### config.mk
export PLATFORM = sky130hd
export DESIGN_NAME = dmp_pins
export DESIGN_NICKNAME = d
export VERILOG_FILES = /design/src/design/dmp_pkg.sv /design/src/design/dmp_pins.sv
export VERILOG_INCLUDE_DIRS = /design/src /design/src/design
export SDC_FILE = /design/constraint.sdc
export NUM_CORES = 1
export LEC_CHECK = 0
export ABC_CLOCK_PERIOD_IN_PS = 2150
export BUFFER_PORTS_ARGS = -buffer_cell sky130_fd_sc_hd__buf_2
export CORE_MARGIN = 5
export CORE_UTILIZATION = 59
export DETAILED_ROUTE_END_ITERATION = 6
export GPL_ROUTABILITY_DRIVEN = 0
export PLACE_DENSITY_LB_ADDON = 0.05
export SYNTH_ARGS = -nofsm -noshare
export SYNTH_HDL_FRONTEND = slang
export SYNTH_SLANG_ARGS = --single-unit
### constraint.sdc
create_clock -name ref_clk -period 2.15 [get_ports ref_clk]
set_input_delay 0.1075 -clock ref_clk [delete_from_list [all_inputs] [get_ports ref_clk]]
set_output_delay 0.1075 -clock ref_clk [all_outputs]
set_load 0.05 [all_outputs]
### src/design/dmp_defines.svh
`ifndef DMP_DEFINES_SVH
`define DMP_DEFINES_SVH
// register byte offsets
`define DMP_OFS_OUT_DATA   8'h00
`define DMP_OFS_OUT_CFG    8'h04
`define DMP_OFS_IN_CFG     8'h08
`define DMP_OFS_IN_STATE   8'h0c
`define DMP_OFS_IRQ_STAT   8'h10
`define DMP_OFS_IRQ_MASK   8'h14
`define DMP_OFS_CH_CTRL    8'h18
`define DMP_OFS_TX_A       8'h1c
`define DMP_OFS_TX_B       8'h20
`define DMP_OFS_RX_A       8'h24
`define DMP_OFS_RX_B       8'h28
`define DMP_OFS_CT         8'h2c
// field positions
`define DMP_CH_CTRL_STRIDE 8
`define DMP_CT_STOP_BIT    16
`define DMP_IRQ_RX         0
`define DMP_IRQ_TX         2
`define DMP_IRQ_CT         4
// reset values
`define DMP_RST_OUT_DATA   8'hff
// timing: ref_clk cycles per 16x tick
`define DMP_BAUD_DIV       16
`endif

### src/design/dmp_pkg.sv
package dmp_pkg;
  typedef struct packed {
    logic [1:0] op67Sel;
    logic [1:0] op5Sel;
    logic [1:0] op4Sel;
    logic [1:0] op3Sel;
    logic [1:0] op2Sel;
    logic [1:0] rtsSel;
  } dmp_outcfg_t;
  typedef struct packed {
    logic [1:0] rxExt;
    logic [1:0] txExt;
    logic       ctExt;
    logic [1:0] ctsEn;
  } dmp_incfg_t;
  typedef struct packed {
    logic autoTx;
    logic autoRx;
    logic rtsOn;
    logic loopback;
    logic txEn;
  } dmp_chctrl_t;
  typedef struct packed {
    logic [7:0] level;
    logic [7:0] oe;
  } dmp_outport_t;
  typedef enum logic [1:0] {SER_IDLE, SER_DATA, SER_STOP} dmp_ser_t;
endpackage : dmp_pkg

### src/design/dmp_pins.sv
// Notes on behaviour
// - transmit sends LSB first; mark is high, space is low.
// - transmit line held at mark when disabled, idle or in local loopback.
// - out bits 0,1 are outputs or active-low RTS A/B, auto-deassertable.
// - out bit 2 is output, tx A 1x/16x clock, or rx A 1x clock.
// - out bit 3 is output, open-drain timer irq, tx B or rx B 1x clock.
// - out bits 4,5 are outputs or open-drain rx-ready/fifo-full irq A/B; the code drives overrun in place of fifo-full.
// - out bits 6,7 are outputs or open-drain tx-ready irq A/B.
// - in bits 0,1 are inputs or active-low CTS A/B.
// - in bit 2 is input or external timer clock.
// - in bits 3,5 are external tx clocks; data changes on falling edge.
// - in bits 4,6 are external rx clocks; data sampled on rising edge.
// - reset drives all out bits high, stops timer, transmit at mark.
// - receive takes first bit as LSB; high is mark, low is space.
//
// The APB slave port and the register addresses are this design's own decisions.
`include "dmp_defines.svh"
`timescale 1ns/1ps
`default_nettype none
module dmp_pins #(
  parameter int BAUD_DIV = `DMP_BAUD_DIV
) (
  // clock and reset
  input  wire logic        ref_clk,
  input  wire logic        nrst,
  // apb slave
  input  wire logic        psel,
  input  wire logic        penable,
  input  wire logic        pwrite,
  input  wire logic [7:0]  paddr,
  input  wire logic [31:0] pwdata,
  output logic      [31:0] prdata,
  output logic             pready,
  output logic             pslverr,
  // serial lines
  input  wire logic        serial_in_chan_a,
  input  wire logic        serial_in_chan_b,
  output logic             serial_out_chan_a,
  output logic             serial_out_chan_b,
  // input port pins
  input  wire logic        inport_bit0,
  input  wire logic        inport_bit1,
  input  wire logic        inport_bit2,
  input  wire logic        inport_bit3,
  input  wire logic        inport_bit4,
  input  wire logic        inport_bit5,
  input  wire logic        inport_bit6,
  // output port pins: level and enable
  output dmp_pkg::dmp_outport_t outport,
  // interrupt
  output logic             irq
);
  import dmp_pkg::*;

  localparam int PW = $clog2(BAUD_DIV);

  logic [8:0]  pinMeta_reg, pinSync_reg, pinLast_reg;
  logic [6:0]  inSync;
  logic [PW-1:0] presc_reg;
  logic [3:0]  phase_reg;
  logic        tick16, tick1x, clk16Out, clk1xOut;
  logic [7:0]  outData_reg;
  dmp_outcfg_t outCfg_reg;
  dmp_incfg_t  inCfg_reg;
  dmp_chctrl_t chCtrl_reg [2];
  logic [4:0]  irqStat_reg, irqMask_reg, irqSet;
  logic [15:0] ctReload_reg, ctCount_reg;
  logic        ctRun_reg, ctTick, ctDone;
  logic [31:0] prdata_reg;
  logic        slvErr_reg;
  logic        setup, access, wrAcc, rdAcc, hit;
  logic        wrTx [2];
  logic        rdRx [2];
  logic        holdValid [2];
  logic        rxValid [2];
  logic        overrun [2];
  logic        txLine [2];
  logic        txTaken [2];
  logic        txIdle [2];
  logic        rxDone [2];
  logic        extTxLvl [2];
  logic        extRxLvl [2];
  logic [7:0]  rxData [2];
  logic        serOut_reg [2];
  dmp_outport_t pins_next, pins_reg;

  // two-flop synchronisers, third stage for edge finding
  always_ff @(posedge ref_clk or negedge nrst) begin
    if (!nrst) begin
      pinMeta_reg <= 9'h1ff;
      pinSync_reg <= 9'h1ff;
      pinLast_reg <= 9'h1ff;
    end else begin
      pinMeta_reg <= {serial_in_chan_b, serial_in_chan_a, inport_bit6, inport_bit5,
                      inport_bit4, inport_bit3, inport_bit2, inport_bit1, inport_bit0};
      pinSync_reg <= pinMeta_reg;
      pinLast_reg <= pinSync_reg;
    end
  end
  assign inSync = pinSync_reg[6:0];

  // internal baud: 16x tick and 1x tick
  always_ff @(posedge ref_clk or negedge nrst) begin
    if (!nrst) begin
      presc_reg <= '0;
      phase_reg <= 4'h0;
    end else begin
      presc_reg <= tick16 ? '0 : presc_reg + 1'b1;
      if (tick16)
        phase_reg <= phase_reg + 4'h1;
    end
  end
  assign tick16   = (presc_reg == PW'(BAUD_DIV - 1));
  assign tick1x   = tick16 && (phase_reg == 4'hf);
  assign clk16Out = (presc_reg < PW'(BAUD_DIV / 2));
  assign clk1xOut = ~phase_reg[3];

  // apb: data latched in setup, answer in first access cycle
  assign setup  = psel && !penable;
  assign access = psel && penable;
  assign wrAcc  = access && pwrite && !slvErr_reg;
  assign rdAcc  = access && !pwrite && !slvErr_reg;
  assign pready  = access;
  assign pslverr = access && slvErr_reg;
  assign prdata  = prdata_reg;
  assign wrTx[0] = wrAcc && (paddr == `DMP_OFS_TX_A);
  assign wrTx[1] = wrAcc && (paddr == `DMP_OFS_TX_B);
  assign rdRx[0] = rdAcc && (paddr == `DMP_OFS_RX_A);
  assign rdRx[1] = rdAcc && (paddr == `DMP_OFS_RX_B);

  always_comb begin
    unique case (paddr)
      `DMP_OFS_OUT_DATA, `DMP_OFS_OUT_CFG, `DMP_OFS_IN_CFG, `DMP_OFS_IN_STATE,
      `DMP_OFS_IRQ_STAT, `DMP_OFS_IRQ_MASK, `DMP_OFS_CH_CTRL, `DMP_OFS_TX_A,
      `DMP_OFS_TX_B, `DMP_OFS_RX_A, `DMP_OFS_RX_B, `DMP_OFS_CT: hit = 1'b1;
      default: hit = 1'b0;
    endcase
  end

  always_ff @(posedge ref_clk or negedge nrst) begin
    if (!nrst) begin
      prdata_reg <= 32'h0;
      slvErr_reg <= 1'b0;
    end else if (setup) begin
      slvErr_reg <= !hit;
      prdata_reg <= 32'h0;
      unique case (paddr)
        `DMP_OFS_OUT_DATA: prdata_reg <= {24'h0, outData_reg};
        `DMP_OFS_OUT_CFG:  prdata_reg <= {20'h0, outCfg_reg};
        `DMP_OFS_IN_CFG:   prdata_reg <= {25'h0, inCfg_reg};
        `DMP_OFS_IN_STATE: prdata_reg <= {25'h0, inSync};
        `DMP_OFS_IRQ_STAT: prdata_reg <= {27'h0, irqStat_reg};
        `DMP_OFS_IRQ_MASK: prdata_reg <= {27'h0, irqMask_reg};
        `DMP_OFS_CH_CTRL:  prdata_reg <= {19'h0, chCtrl_reg[1], 3'h0, chCtrl_reg[0]};
        `DMP_OFS_TX_A:     prdata_reg <= {31'h0, holdValid[0]};
        `DMP_OFS_TX_B:     prdata_reg <= {31'h0, holdValid[1]};
        `DMP_OFS_RX_A:     prdata_reg <= {22'h0, overrun[0], rxValid[0], rxData[0]};
        `DMP_OFS_RX_B:     prdata_reg <= {22'h0, overrun[1], rxValid[1], rxData[1]};
        `DMP_OFS_CT:       prdata_reg <= {15'h0, ctRun_reg, ctCount_reg};
        default:           prdata_reg <= 32'h0;
      endcase
    end
  end

  // software-written configuration
  always_ff @(posedge ref_clk or negedge nrst) begin
    if (!nrst) begin
      outData_reg <= `DMP_RST_OUT_DATA;
      outCfg_reg  <= '0;
      inCfg_reg   <= '0;
      irqMask_reg <= 5'h00;
    end else if (wrAcc) begin
      if (paddr == `DMP_OFS_OUT_DATA)
        outData_reg <= pwdata[7:0];
      if (paddr == `DMP_OFS_OUT_CFG)
        outCfg_reg <= pwdata[$bits(dmp_outcfg_t)-1:0];
      if (paddr == `DMP_OFS_IN_CFG)
        inCfg_reg <= pwdata[$bits(dmp_incfg_t)-1:0];
      if (paddr == `DMP_OFS_IRQ_MASK)
        irqMask_reg <= pwdata[4:0];
    end
  end

  // channel control, rts auto-deassert on rx arrival or tx drain
  always_ff @(posedge ref_clk or negedge nrst) begin
    if (!nrst) begin
      chCtrl_reg[0] <= '0;
      chCtrl_reg[1] <= '0;
    end else begin
      for (int c = 0; c < 2; c++) begin
        if (wrAcc && paddr == `DMP_OFS_CH_CTRL)
          chCtrl_reg[c] <= pwdata[c*`DMP_CH_CTRL_STRIDE +: $bits(dmp_chctrl_t)];
        else if ((chCtrl_reg[c].autoRx && rxDone[c]) ||
                 (chCtrl_reg[c].autoTx && txIdle[c] && !holdValid[c]))
          chCtrl_reg[c].rtsOn <= 1'b0;
      end
    end
  end

  // counter/timer: stopped by reset, clock from 16x tick or in bit 2
  assign ctTick = inCfg_reg.ctExt ? (pinSync_reg[2] && !pinLast_reg[2]) : tick16;
  assign ctDone = ctRun_reg && ctTick && (ctCount_reg == 16'h0001);
  always_ff @(posedge ref_clk or negedge nrst) begin
    if (!nrst) begin
      ctRun_reg    <= 1'b0;
      ctReload_reg <= 16'h0000;
      ctCount_reg  <= 16'h0000;
    end else if (wrAcc && paddr == `DMP_OFS_CT) begin
      ctRun_reg    <= !pwdata[`DMP_CT_STOP_BIT];
      ctReload_reg <= pwdata[15:0];
      ctCount_reg  <= pwdata[15:0];
    end else if (ctRun_reg && ctTick) begin
      ctCount_reg <= ctDone ? ctReload_reg : ctCount_reg - 16'h0001;
    end
  end

  // interrupt status: write one to clear, a new event wins
  assign irqSet = {ctDone, txTaken[1], txTaken[0], rxDone[1], rxDone[0]};
  always_ff @(posedge ref_clk or negedge nrst) begin
    if (!nrst)
      irqStat_reg <= 5'h00;
    else
      irqStat_reg <= (irqStat_reg & ~((wrAcc && paddr == `DMP_OFS_IRQ_STAT) ?
                      pwdata[4:0] : 5'h00)) | irqSet;
  end
  assign irq = |(irqStat_reg & irqMask_reg);

  // serial channels
  for (genvar g = 0; g < 2; g++) begin : gCh
    localparam int TXC = (g == 0) ? 3 : 5;
    localparam int RXC = (g == 0) ? 4 : 6;
    dmp_ser_t   txState_reg, rxState_reg;
    logic [2:0] txCnt_reg, rxCnt_reg;
    logic [7:0] txShift_reg, txHold_reg, rxShift_reg;
    logic       txTick, rxTick, rxBit, ctsOk;

    // ext tx clock falling edge, ext rx clock rising edge
    assign txTick = inCfg_reg.txExt[g] ? (!pinSync_reg[TXC] && pinLast_reg[TXC]) : tick1x;
    assign rxTick = inCfg_reg.rxExt[g] ? (pinSync_reg[RXC] && !pinLast_reg[RXC]) : tick1x;
    assign ctsOk  = !inCfg_reg.ctsEn[g] || !inSync[g];
    assign rxBit  = chCtrl_reg[g].loopback ? txLine[g] : pinSync_reg[7+g];
    assign txTaken[g]  = txTick && txState_reg == SER_IDLE && holdValid[g] &&
                         chCtrl_reg[g].txEn && ctsOk;
    assign txIdle[g]   = txState_reg == SER_IDLE;
    assign rxDone[g]   = rxTick && rxState_reg == SER_STOP && rxBit;
    assign extTxLvl[g] = pinSync_reg[TXC];
    assign extRxLvl[g] = pinSync_reg[RXC];

    always_ff @(posedge ref_clk or negedge nrst) begin
      if (!nrst) begin
        holdValid[g] <= 1'b0;
        txHold_reg   <= 8'h00;
      end else if (wrTx[g]) begin
        holdValid[g] <= 1'b1;
        txHold_reg   <= pwdata[7:0];
      end else if (txTaken[g]) begin
        holdValid[g] <= 1'b0;
      end
    end

    // start bit, eight data bits lsb first, one stop bit
    always_ff @(posedge ref_clk or negedge nrst) begin
      if (!nrst) begin
        txState_reg <= SER_IDLE;
        txCnt_reg   <= 3'h0;
        txShift_reg <= 8'h00;
        txLine[g]   <= 1'b1;
      end else if (txTick) begin
        unique case (txState_reg)
          SER_IDLE: if (txTaken[g]) begin
            txLine[g]   <= 1'b0;
            txShift_reg <= txHold_reg;
            txCnt_reg   <= 3'h0;
            txState_reg <= SER_DATA;
          end
          SER_DATA: begin
            txLine[g]   <= txShift_reg[0];
            txShift_reg <= {1'b0, txShift_reg[7:1]};
            txCnt_reg   <= txCnt_reg + 3'h1;
            if (txCnt_reg == 3'h7)
              txState_reg <= SER_STOP;
          end
          SER_STOP: begin
            txLine[g]   <= 1'b1;
            txState_reg <= SER_IDLE;
          end
        endcase
      end
    end

    // line forced to mark when disabled or looped back
    always_ff @(posedge ref_clk or negedge nrst) begin
      if (!nrst)
        serOut_reg[g] <= 1'b1;
      else
        serOut_reg[g] <= (chCtrl_reg[g].txEn && !chCtrl_reg[g].loopback) ?
                         txLine[g] : 1'b1;
    end

    always_ff @(posedge ref_clk or negedge nrst) begin
      if (!nrst) begin
        rxState_reg <= SER_IDLE;
        rxCnt_reg   <= 3'h0;
        rxShift_reg <= 8'h00;
      end else if (rxTick) begin
        unique case (rxState_reg)
          SER_IDLE: if (!rxBit) begin
            rxCnt_reg   <= 3'h0;
            rxState_reg <= SER_DATA;
          end
          SER_DATA: begin
            rxShift_reg <= {rxBit, rxShift_reg[7:1]};
            rxCnt_reg   <= rxCnt_reg + 3'h1;
            if (rxCnt_reg == 3'h7)
              rxState_reg <= SER_STOP;
          end
          SER_STOP: rxState_reg <= SER_IDLE;
        endcase
      end
    end

    // receive holding: arrival wins over a read that clears it
    always_ff @(posedge ref_clk or negedge nrst) begin
      if (!nrst) begin
        rxValid[g] <= 1'b0;
        overrun[g] <= 1'b0;
        rxData[g]  <= 8'h00;
      end else if (rxDone[g]) begin
        rxValid[g] <= 1'b1;
        overrun[g] <= overrun[g] || (rxValid[g] && !rdRx[g]);
        rxData[g]  <= rxShift_reg;
      end else if (rdRx[g]) begin
        rxValid[g] <= 1'b0;
        overrun[g] <= 1'b0;
      end
    end

  end

  assign serial_out_chan_a = serOut_reg[0];
  assign serial_out_chan_b = serOut_reg[1];

  // pin function mux; open drain drives low only
  always_comb begin
    pins_next.level = outData_reg;
    pins_next.oe    = 8'hff;
    for (int c = 0; c < 2; c++) begin
      if (outCfg_reg.rtsSel[c])
        pins_next.level[c] = !chCtrl_reg[c].rtsOn;
      if (outCfg_reg.op67Sel[c]) begin
        pins_next.level[6+c] = 1'b0;
        pins_next.oe[6+c]    = !holdValid[c] && chCtrl_reg[c].txEn;
      end
    end
    unique case (outCfg_reg.op2Sel)
      2'h0: pins_next.level[2] = outData_reg[2];
      2'h1: pins_next.level[2] = inCfg_reg.txExt[0] ? extTxLvl[0] : clk16Out;
      2'h2: pins_next.level[2] = inCfg_reg.txExt[0] ? extTxLvl[0] : clk1xOut;
      2'h3: pins_next.level[2] = inCfg_reg.rxExt[0] ? extRxLvl[0] : clk1xOut;
    endcase
    unique case (outCfg_reg.op3Sel)
      2'h0: pins_next.level[3] = outData_reg[3];
      2'h1: begin
        pins_next.level[3] = 1'b0;
        pins_next.oe[3]    = irqStat_reg[`DMP_IRQ_CT];
      end
      2'h2: pins_next.level[3] = inCfg_reg.txExt[1] ? extTxLvl[1] : clk1xOut;
      2'h3: pins_next.level[3] = inCfg_reg.rxExt[1] ? extRxLvl[1] : clk1xOut;
    endcase
    if (outCfg_reg.op4Sel == 2'h1 || outCfg_reg.op4Sel == 2'h2) begin
      pins_next.level[4] = 1'b0;
      pins_next.oe[4]    = (outCfg_reg.op4Sel == 2'h1) ? rxValid[0] : overrun[0];
    end
    if (outCfg_reg.op5Sel == 2'h1 || outCfg_reg.op5Sel == 2'h2) begin
      pins_next.level[5] = 1'b0;
      pins_next.oe[5]    = (outCfg_reg.op5Sel == 2'h1) ? rxValid[1] : overrun[1];
    end
  end

  always_ff @(posedge ref_clk or negedge nrst) begin
    if (!nrst) begin
      pins_reg.level <= 8'hff;
      pins_reg.oe    <= 8'hff;
    end else begin
      pins_reg <= pins_next;
    end
  end
  assign outport = pins_reg;
endmodule : dmp_pins
`default_nettype wire

Word-level counts from Yosys, hierarchy flattened
Cells that the tools add are included.
{"block": "classes", "eq_ne": 44, "n_reduce_logical": 112, "n_mux": 76, "addsub": 7, "n_bitwise": 5, "n_lt_le_gt_ge": 1}
{"operator": "17-bit one-hot mux with 12 select lines", "n": 1}
{"operator": "16-bit two-way mux", "n": 3}
{"operator": "1-bit logical AND", "n": 46}
{"operator": "1-bit two-way mux", "n": 42}
{"operator": "8-bit by 5-bit equality test with 1-bit output, second input constant", "n": 4}
{"operator": "8-bit by 6-bit equality test with 1-bit output, second input constant", "n": 4}
{"operator": "8-bit one-hot mux with 2 select lines", "n": 2}
{"operator": "2-bit one-hot mux with 3 select lines", "n": 4}
{"operator": "3-bit one-hot mux with 2 select lines", "n": 4}
{"operator": "3-bit AND reduction", "n": 8}
{"operator": "1-bit zero test", "n": 22}
{"operator": "2-bit nonzero test", "n": 11}
{"operator": "2-bit equality test, second input constant", "n": 10}
{"operator": "16-bit by 1-bit equality test with 1-bit output, second input constant", "n": 1}
{"operator": "2-bit by 1-bit equality test with 1-bit output, second input constant", "n": 8}
{"operator": "8-bit by 4-bit equality test with 1-bit output, second input constant", "n": 2}
{"operator": "2-bit two-way mux", "n": 8}
{"operator": "8-bit two-way mux", "n": 2}
{"operator": "2-bit != test, second input constant", "n": 8}
{"operator": "2-bit AND reduction", "n": 8}
{"operator": "16-bit by 1-bit subtractor with 16-bit output, second input constant", "n": 1}
{"operator": "3-bit by 1-bit adder with 3-bit output, second input constant", "n": 4}
{"operator": "3-bit equality test, second input constant", "n": 4}
{"operator": "2-bit zero test", "n": 6}
{"operator": "17 further kinds", "n": 32}
{"block": "totals", "elab_cells": 306, "register_bits": 253, "input_bits": 54}

Longest topological paths before layout
{"block": "depth", "ltp_word": 9, "mapped_depth": 8}

Least setup slack after synthesis
OpenSTA, ideal clock, no wires.
{"block": "synth_timing", "path_type": "register -> register", "startpoint": "register presc_reg[0]", "endpoint": "register rxData[1] in the netlist's numbering", "stages_incl_launch_ff": 7, "setup_slack_ps": 195, "t_arrival_ps": 1830, "cell_sequence": "dfrtp_1 ha_1 nand3_2 o32ai_2 and3_1 buf_2 mux2_2"}
{"block": "synth_between", "elab_chain_cells": 5}
{"item": "from (decl)", "line_no": "dmp_pins.sv:59", "rtl": "logic [PW-1:0] presc_reg;"}
{"item": "from (signal assigned)", "line_no": "dmp_pins.sv:108", "rtl": "presc_reg <= tick16 ? '0 : presc_reg + 1'b1;"}
{"item": "4-bit equality test", "line_no": "dmp_pins.sv:113", "rtl": "assign tick16 = (presc_reg == PW'(BAUD_DIV - 1));"}
{"item": "1-bit logical AND", "line_no": "dmp_pins.sv:114", "rtl": "assign tick1x = tick16 && (phase_reg == 4'hf);"}
{"item": "1-bit two-way mux", "line_no": "dmp_pins.sv:239", "rtl": "assign rxTick = inCfg_reg.rxExt[g] ? (pinSync_reg[RXC] && !pinLast_reg[RXC]) : tick1x;"}
{"item": "1-bit logical AND (2 in a row)", "line_no": "dmp_pins.sv:245", "rtl": "assign rxDone[g] = rxTick && rxState_reg == SER_STOP && rxBit;"}
{"item": "to (signal, indexed assignment)", "line_no": "dmp_pins.sv:331", "rtl": "rxData[g] <= rxShift_reg;"}
{"item": "to (decl)", "line_no": "dmp_pins.sv:83", "rtl": "logic [7:0] rxData [2];"}
Every way passes these cells.
A chain may end at the register's enable or synchronous reset.

Worst setup path after layout
{"block": "layout_timing", "startpoint": "register presc_reg[0]", "endpoint": "register gCh[0].txCnt_reg[2]"}
{"block": "layout_between", "elab_chain_cells": 9}
{"item": "4-bit equality test (*)", "line_no": "dmp_pins.sv:113"}
{"item": "1-bit logical AND (*)", "line_no": "dmp_pins.sv:114"}
{"item": "1-bit two-way mux (*)", "line_no": "dmp_pins.sv:238", "rtl": "assign txTick = inCfg_reg.txExt[g] ? (!pinSync_reg[TXC] && pinLast_reg[TXC]) : tick1x;"}
{"item": "1-bit logical AND (3 in a row)", "line_no": "dmp_pins.sv:242", "rtl": "assign txTaken[g] = txTick && txState_reg == SER_IDLE && holdValid[g] &&"}
{"item": "1-bit logical AND", "line_no": "dmp_pins.sv:243", "rtl": "chCtrl_reg[g].txEn && ctsOk;"}
{"item": "2-bit != test (no line)"}
{"item": "3-bit AND reduction (no line) (*)"}
{"item": "to (signal assigned)", "line_no": "dmp_pins.sv:279", "rtl": "txCnt_reg <= txCnt_reg + 3'h1;"}
{"item": "to (decl)", "line_no": "dmp_pins.sv:233", "rtl": "logic [2:0] txCnt_reg, rxCnt_reg;"}
Every way passes the cells marked *; elsewhere a longest branch is shown, timed or not.

==> results.cfg <==
[global_route]
grt_pass1_wl_mm = 43.1
antenna_found_initial = 0
grt_start_max_net_pins = 65
first_global_vias = 7784
overflow = 0
grt_usage_pct = 25.1

[timing]
fin_crit_ns = 2.04
tightest_slew_ns = 0.543
fin_tns_setup_ns = 0
slew_headroom_pct = 63.5
setup_viol = 0
worst_slack_ns = 0.109
fin_crit_sh_pct = 94.9
drv_slew = 0
fin_skew_ns = 0.0139
fin_hold_ws_ns = 0.0579
fmax_mhz = 490
grt_setup_unrepaired = no
hold_viol = 0

[routing]
drt_iter0_drc = 628
wire_per_inst_um = 20.3
drcViolationCount = 0
drt-pass1-iter-count = 5
via_per_inst = 5.98
routed_wl_mm = 26.8
postRouteAntennaNets = 0
vias = 7896

[synthesis]
syn-instance-count = 924
ys_ff_latch = 236
synth-edff-count = 0
ys_types = 76
synth_compound_area_share_pct = 14.4
synth_xor_area_share_pct = 0.479
synth-main-ff-cell = dfrtp_1
synth-warning-count = 0
synth_seq_area_share_pct = 54.4
synthSimpleGateAreaFrac_pct = 10.7
async_flop_share_pct = 100
muxShareOfSynthArea_pct = 12.4
syn_area_per_cell_um2 = 11.9
synth_top_family_by_area = compound AO/OA/AOI/OAI gates
synthesis.area_um2 = 11000
synth_fa_ha_area_share_pct = 2.97

[floorplanning]
die_y_um = 146
die_area_um2 = 21400
start_util_pct = 60.4
fp-row-count = 49
io_pins = 107
die_x_um = 146
core_um2 = 18100

[clocking]
cts_sinks = 236
htree_levels = 1
clkTransAtPathRegs_ns = 0.06
cts_buffers = 25
clk-insertion-delay-late_ns = 0.52
cts_root_buf = clkbuf_16
cts_tree = yes
clock_path_buffers = 3

[place]
dp_slack_ns = 0.122
port_buffers = 73
dp_cells = 1243
dpl_cell_area_um2 = 11800
detailed_place_hpwl_mm = 18.7

[worst_setup_path]
crit_start = presc_reg[0]$_DFF_PN0_
rr_startpoint = presc_reg[0]$_DFF_PN0_
crit_chain = ha_1, nand3_2, buf_4, o31ai_2, o211ai_1, buf_4, a32o_1
criticalPathCategory = flop to flop
critPathCaptureType = flop
crit_path_frequent_cell = buf_4
start_kind = flop
rrSetupSlack_ns = 0.11
cpMaxStageDelayCell = dfrtp_1
r2r_cells = 7
rr_endpoint = gCh[0].txCnt_reg[2]$_DFFE_PN0P_
crit_path_end = gCh[0].txCnt_reg[2]$_DFFE_PN0P_
critPathRequiredTime_ns = 2.55
arrival_ns = 2.44
max_stage_delay_ns = 0.39
cp_max_fo = 19

[layout]
final_nets = 1153
layout_common_cells = dfrtp_1, nand2_1, mux2_2, buf_2
stdcell_count = 1321
fill_cells = 1292
drive_gt1_share_pct = 31.9
area_delta_synth_final_pct = 19.6
post-route-cell-area_um2 = 13100
layout_commonest_cell = dfrtp_1
antenna_cells = 0
postLayoutCoreUtil_pct = 72.3
regArea_um2 = 5970
largest_reg_flops = 17
multi_input_area_um2 = 4600

[pwr]
swShare_pct = 21.0
power.density_nw_per_um2 = 737
internal-power_mw = 7.63
p_comb_share_pct = 3.9
seq_power_share_pct = 46.6
vdd_drop_max_uv = 772
leakagePower_nw = 6.26
clkPwrFrac_pct = 49.4
p_sw_mw = 2.03
power.total_mw = 9.66

[status]
status = completed

[flow_run]
drv_cap = 0

[hold_path]
hold_class = input pin to flop
routing by layer:
layer	GRT usage, %	routed length [um]
met5	0	0
met4	6.30	761
met3	4.43	1670
met2	39.8	12500
met1	36.2	11800
cell type report:
class / instances / share of cell area [%]
inverter: 40 / 1.14
clock inverter: 11 / 1.61
sequential: 236 / 45.5
multi-input combinational: 608 / 35.1
tap: 229 / 2.18
clock buffer: 35 / 5.44
timing repair buffer: 162 / 9.06
cell families after synthesis:
kind of cell	count (synthesis)
DFF	236
buffers and inverters	96
AOI/OAI and AO/OA	223
other	2
xor gates and xnor gates	6
and+or+nand+nor	219
muxes	116
adders and majority gates	26
power by group through the flow:
stage	sequential, mW	combinational (mW)	clock [mW]
finish	4.51	0.381	4.77
global route	4.51	0.411	5.05
CTS	4.51	0.384	4.85
detailed placement	4.58	0.343	0
global placement	4.58	0.342	0
floorplan	4.58	0.158	0
how the worst min path moves through the flow:
stage / startpoint / endpoint / depth (start not counted)
6_report: psel / slvErr_reg$_DFFE_PN0P_ / 4
5_1_grt: psel / slvErr_reg$_DFFE_PN0P_ / 4
4_1_cts: psel / slvErr_reg$_DFFE_PN0P_ / 4
3_5_place_dp: nrst / gCh[0].txShift_reg[2]$_DFFE_PN0P_ / 1
3_3_place_gp: nrst / gCh[1].txShift_reg[4]$_DFFE_PN0P_ / 1
2_1_floorplan: nrst / chCtrl_reg[0]$_DFFE_PN0P_ / 0
worst max-delay path: cells and delay by family (launching register included):
family          cells  cell delay [ns]
compound gates      3             0.77
buf+inv             2             0.41
flops               1             0.39
fa+ha+maj           1             0.20
simple gates        1             0.14
cells in the mapped netlist (3+ instances only):
cell | instances | area (um^2)
nand2_2 | 3 | 18.8
o21a_1 | 3 | 22.5
a31oi_1 | 5 | 31.3
inv_1 | 40 | 150
a2bb2oi_1 | 3 | 26.3
a222oi_1 | 6 | 60.1
nand2_1 | 120 | 450
nor2_1 | 20 | 75.1
o21ai_1 | 5 | 25.0
nor4b_4 | 3 | 71.3
dfrtp_1 | 188 | 4700
o32a_1 | 4 | 40.0
a32oi_1 | 5 | 43.8
mux2_2 | 72 | 811
o211ai_1 | 7 | 52.6
nand4b_1 | 3 | 26.3
a22oi_1 | 24 | 180
buf_2 | 15 | 75.1
mux2_4 | 20 | 300
nor3b_1 | 4 | 30.0
mux2i_1 | 23 | 230
clkbuf_1 | 14 | 52.6
nor4_1 | 5 | 31.3
buf_4 | 22 | 165
and2_1 | 9 | 56.3
or3_1 | 3 | 18.8
xnor2_1 | 3 | 26.3
o31ai_1 | 4 | 30.0
a21oi_1 | 36 | 180
ha_1 | 26 | 325
a21o_1 | 11 | 82.6
nor2b_1 | 4 | 25.0
a32o_1 | 9 | 90.1
dfstp_2 | 48 | 1260
buf_6 | 4 | 45.0
a211o_1 | 5 | 43.8
nand3_2 | 3 | 30.0
nand3b_1 | 3 | 22.5
nand3_1 | 12 | 60.1
o21ai_0 | 55 | 275
and3_1 | 6 | 37.5
a22o_1 | 19 | 166
xor2_1 | 3 | 26.3
repair_timing:
| item | in CTS | in global routing |
|---|---|---|
| hold buffers | 28 | 0 |
| setup endpoints to repair | 0 | 10 |
| gates resized for setup | 0 | 7 |
| setup buffers | 0 | 4 |
| endpoints found under the hold margin | 221 | 0 |
Power figures use the tool's default switching activity.
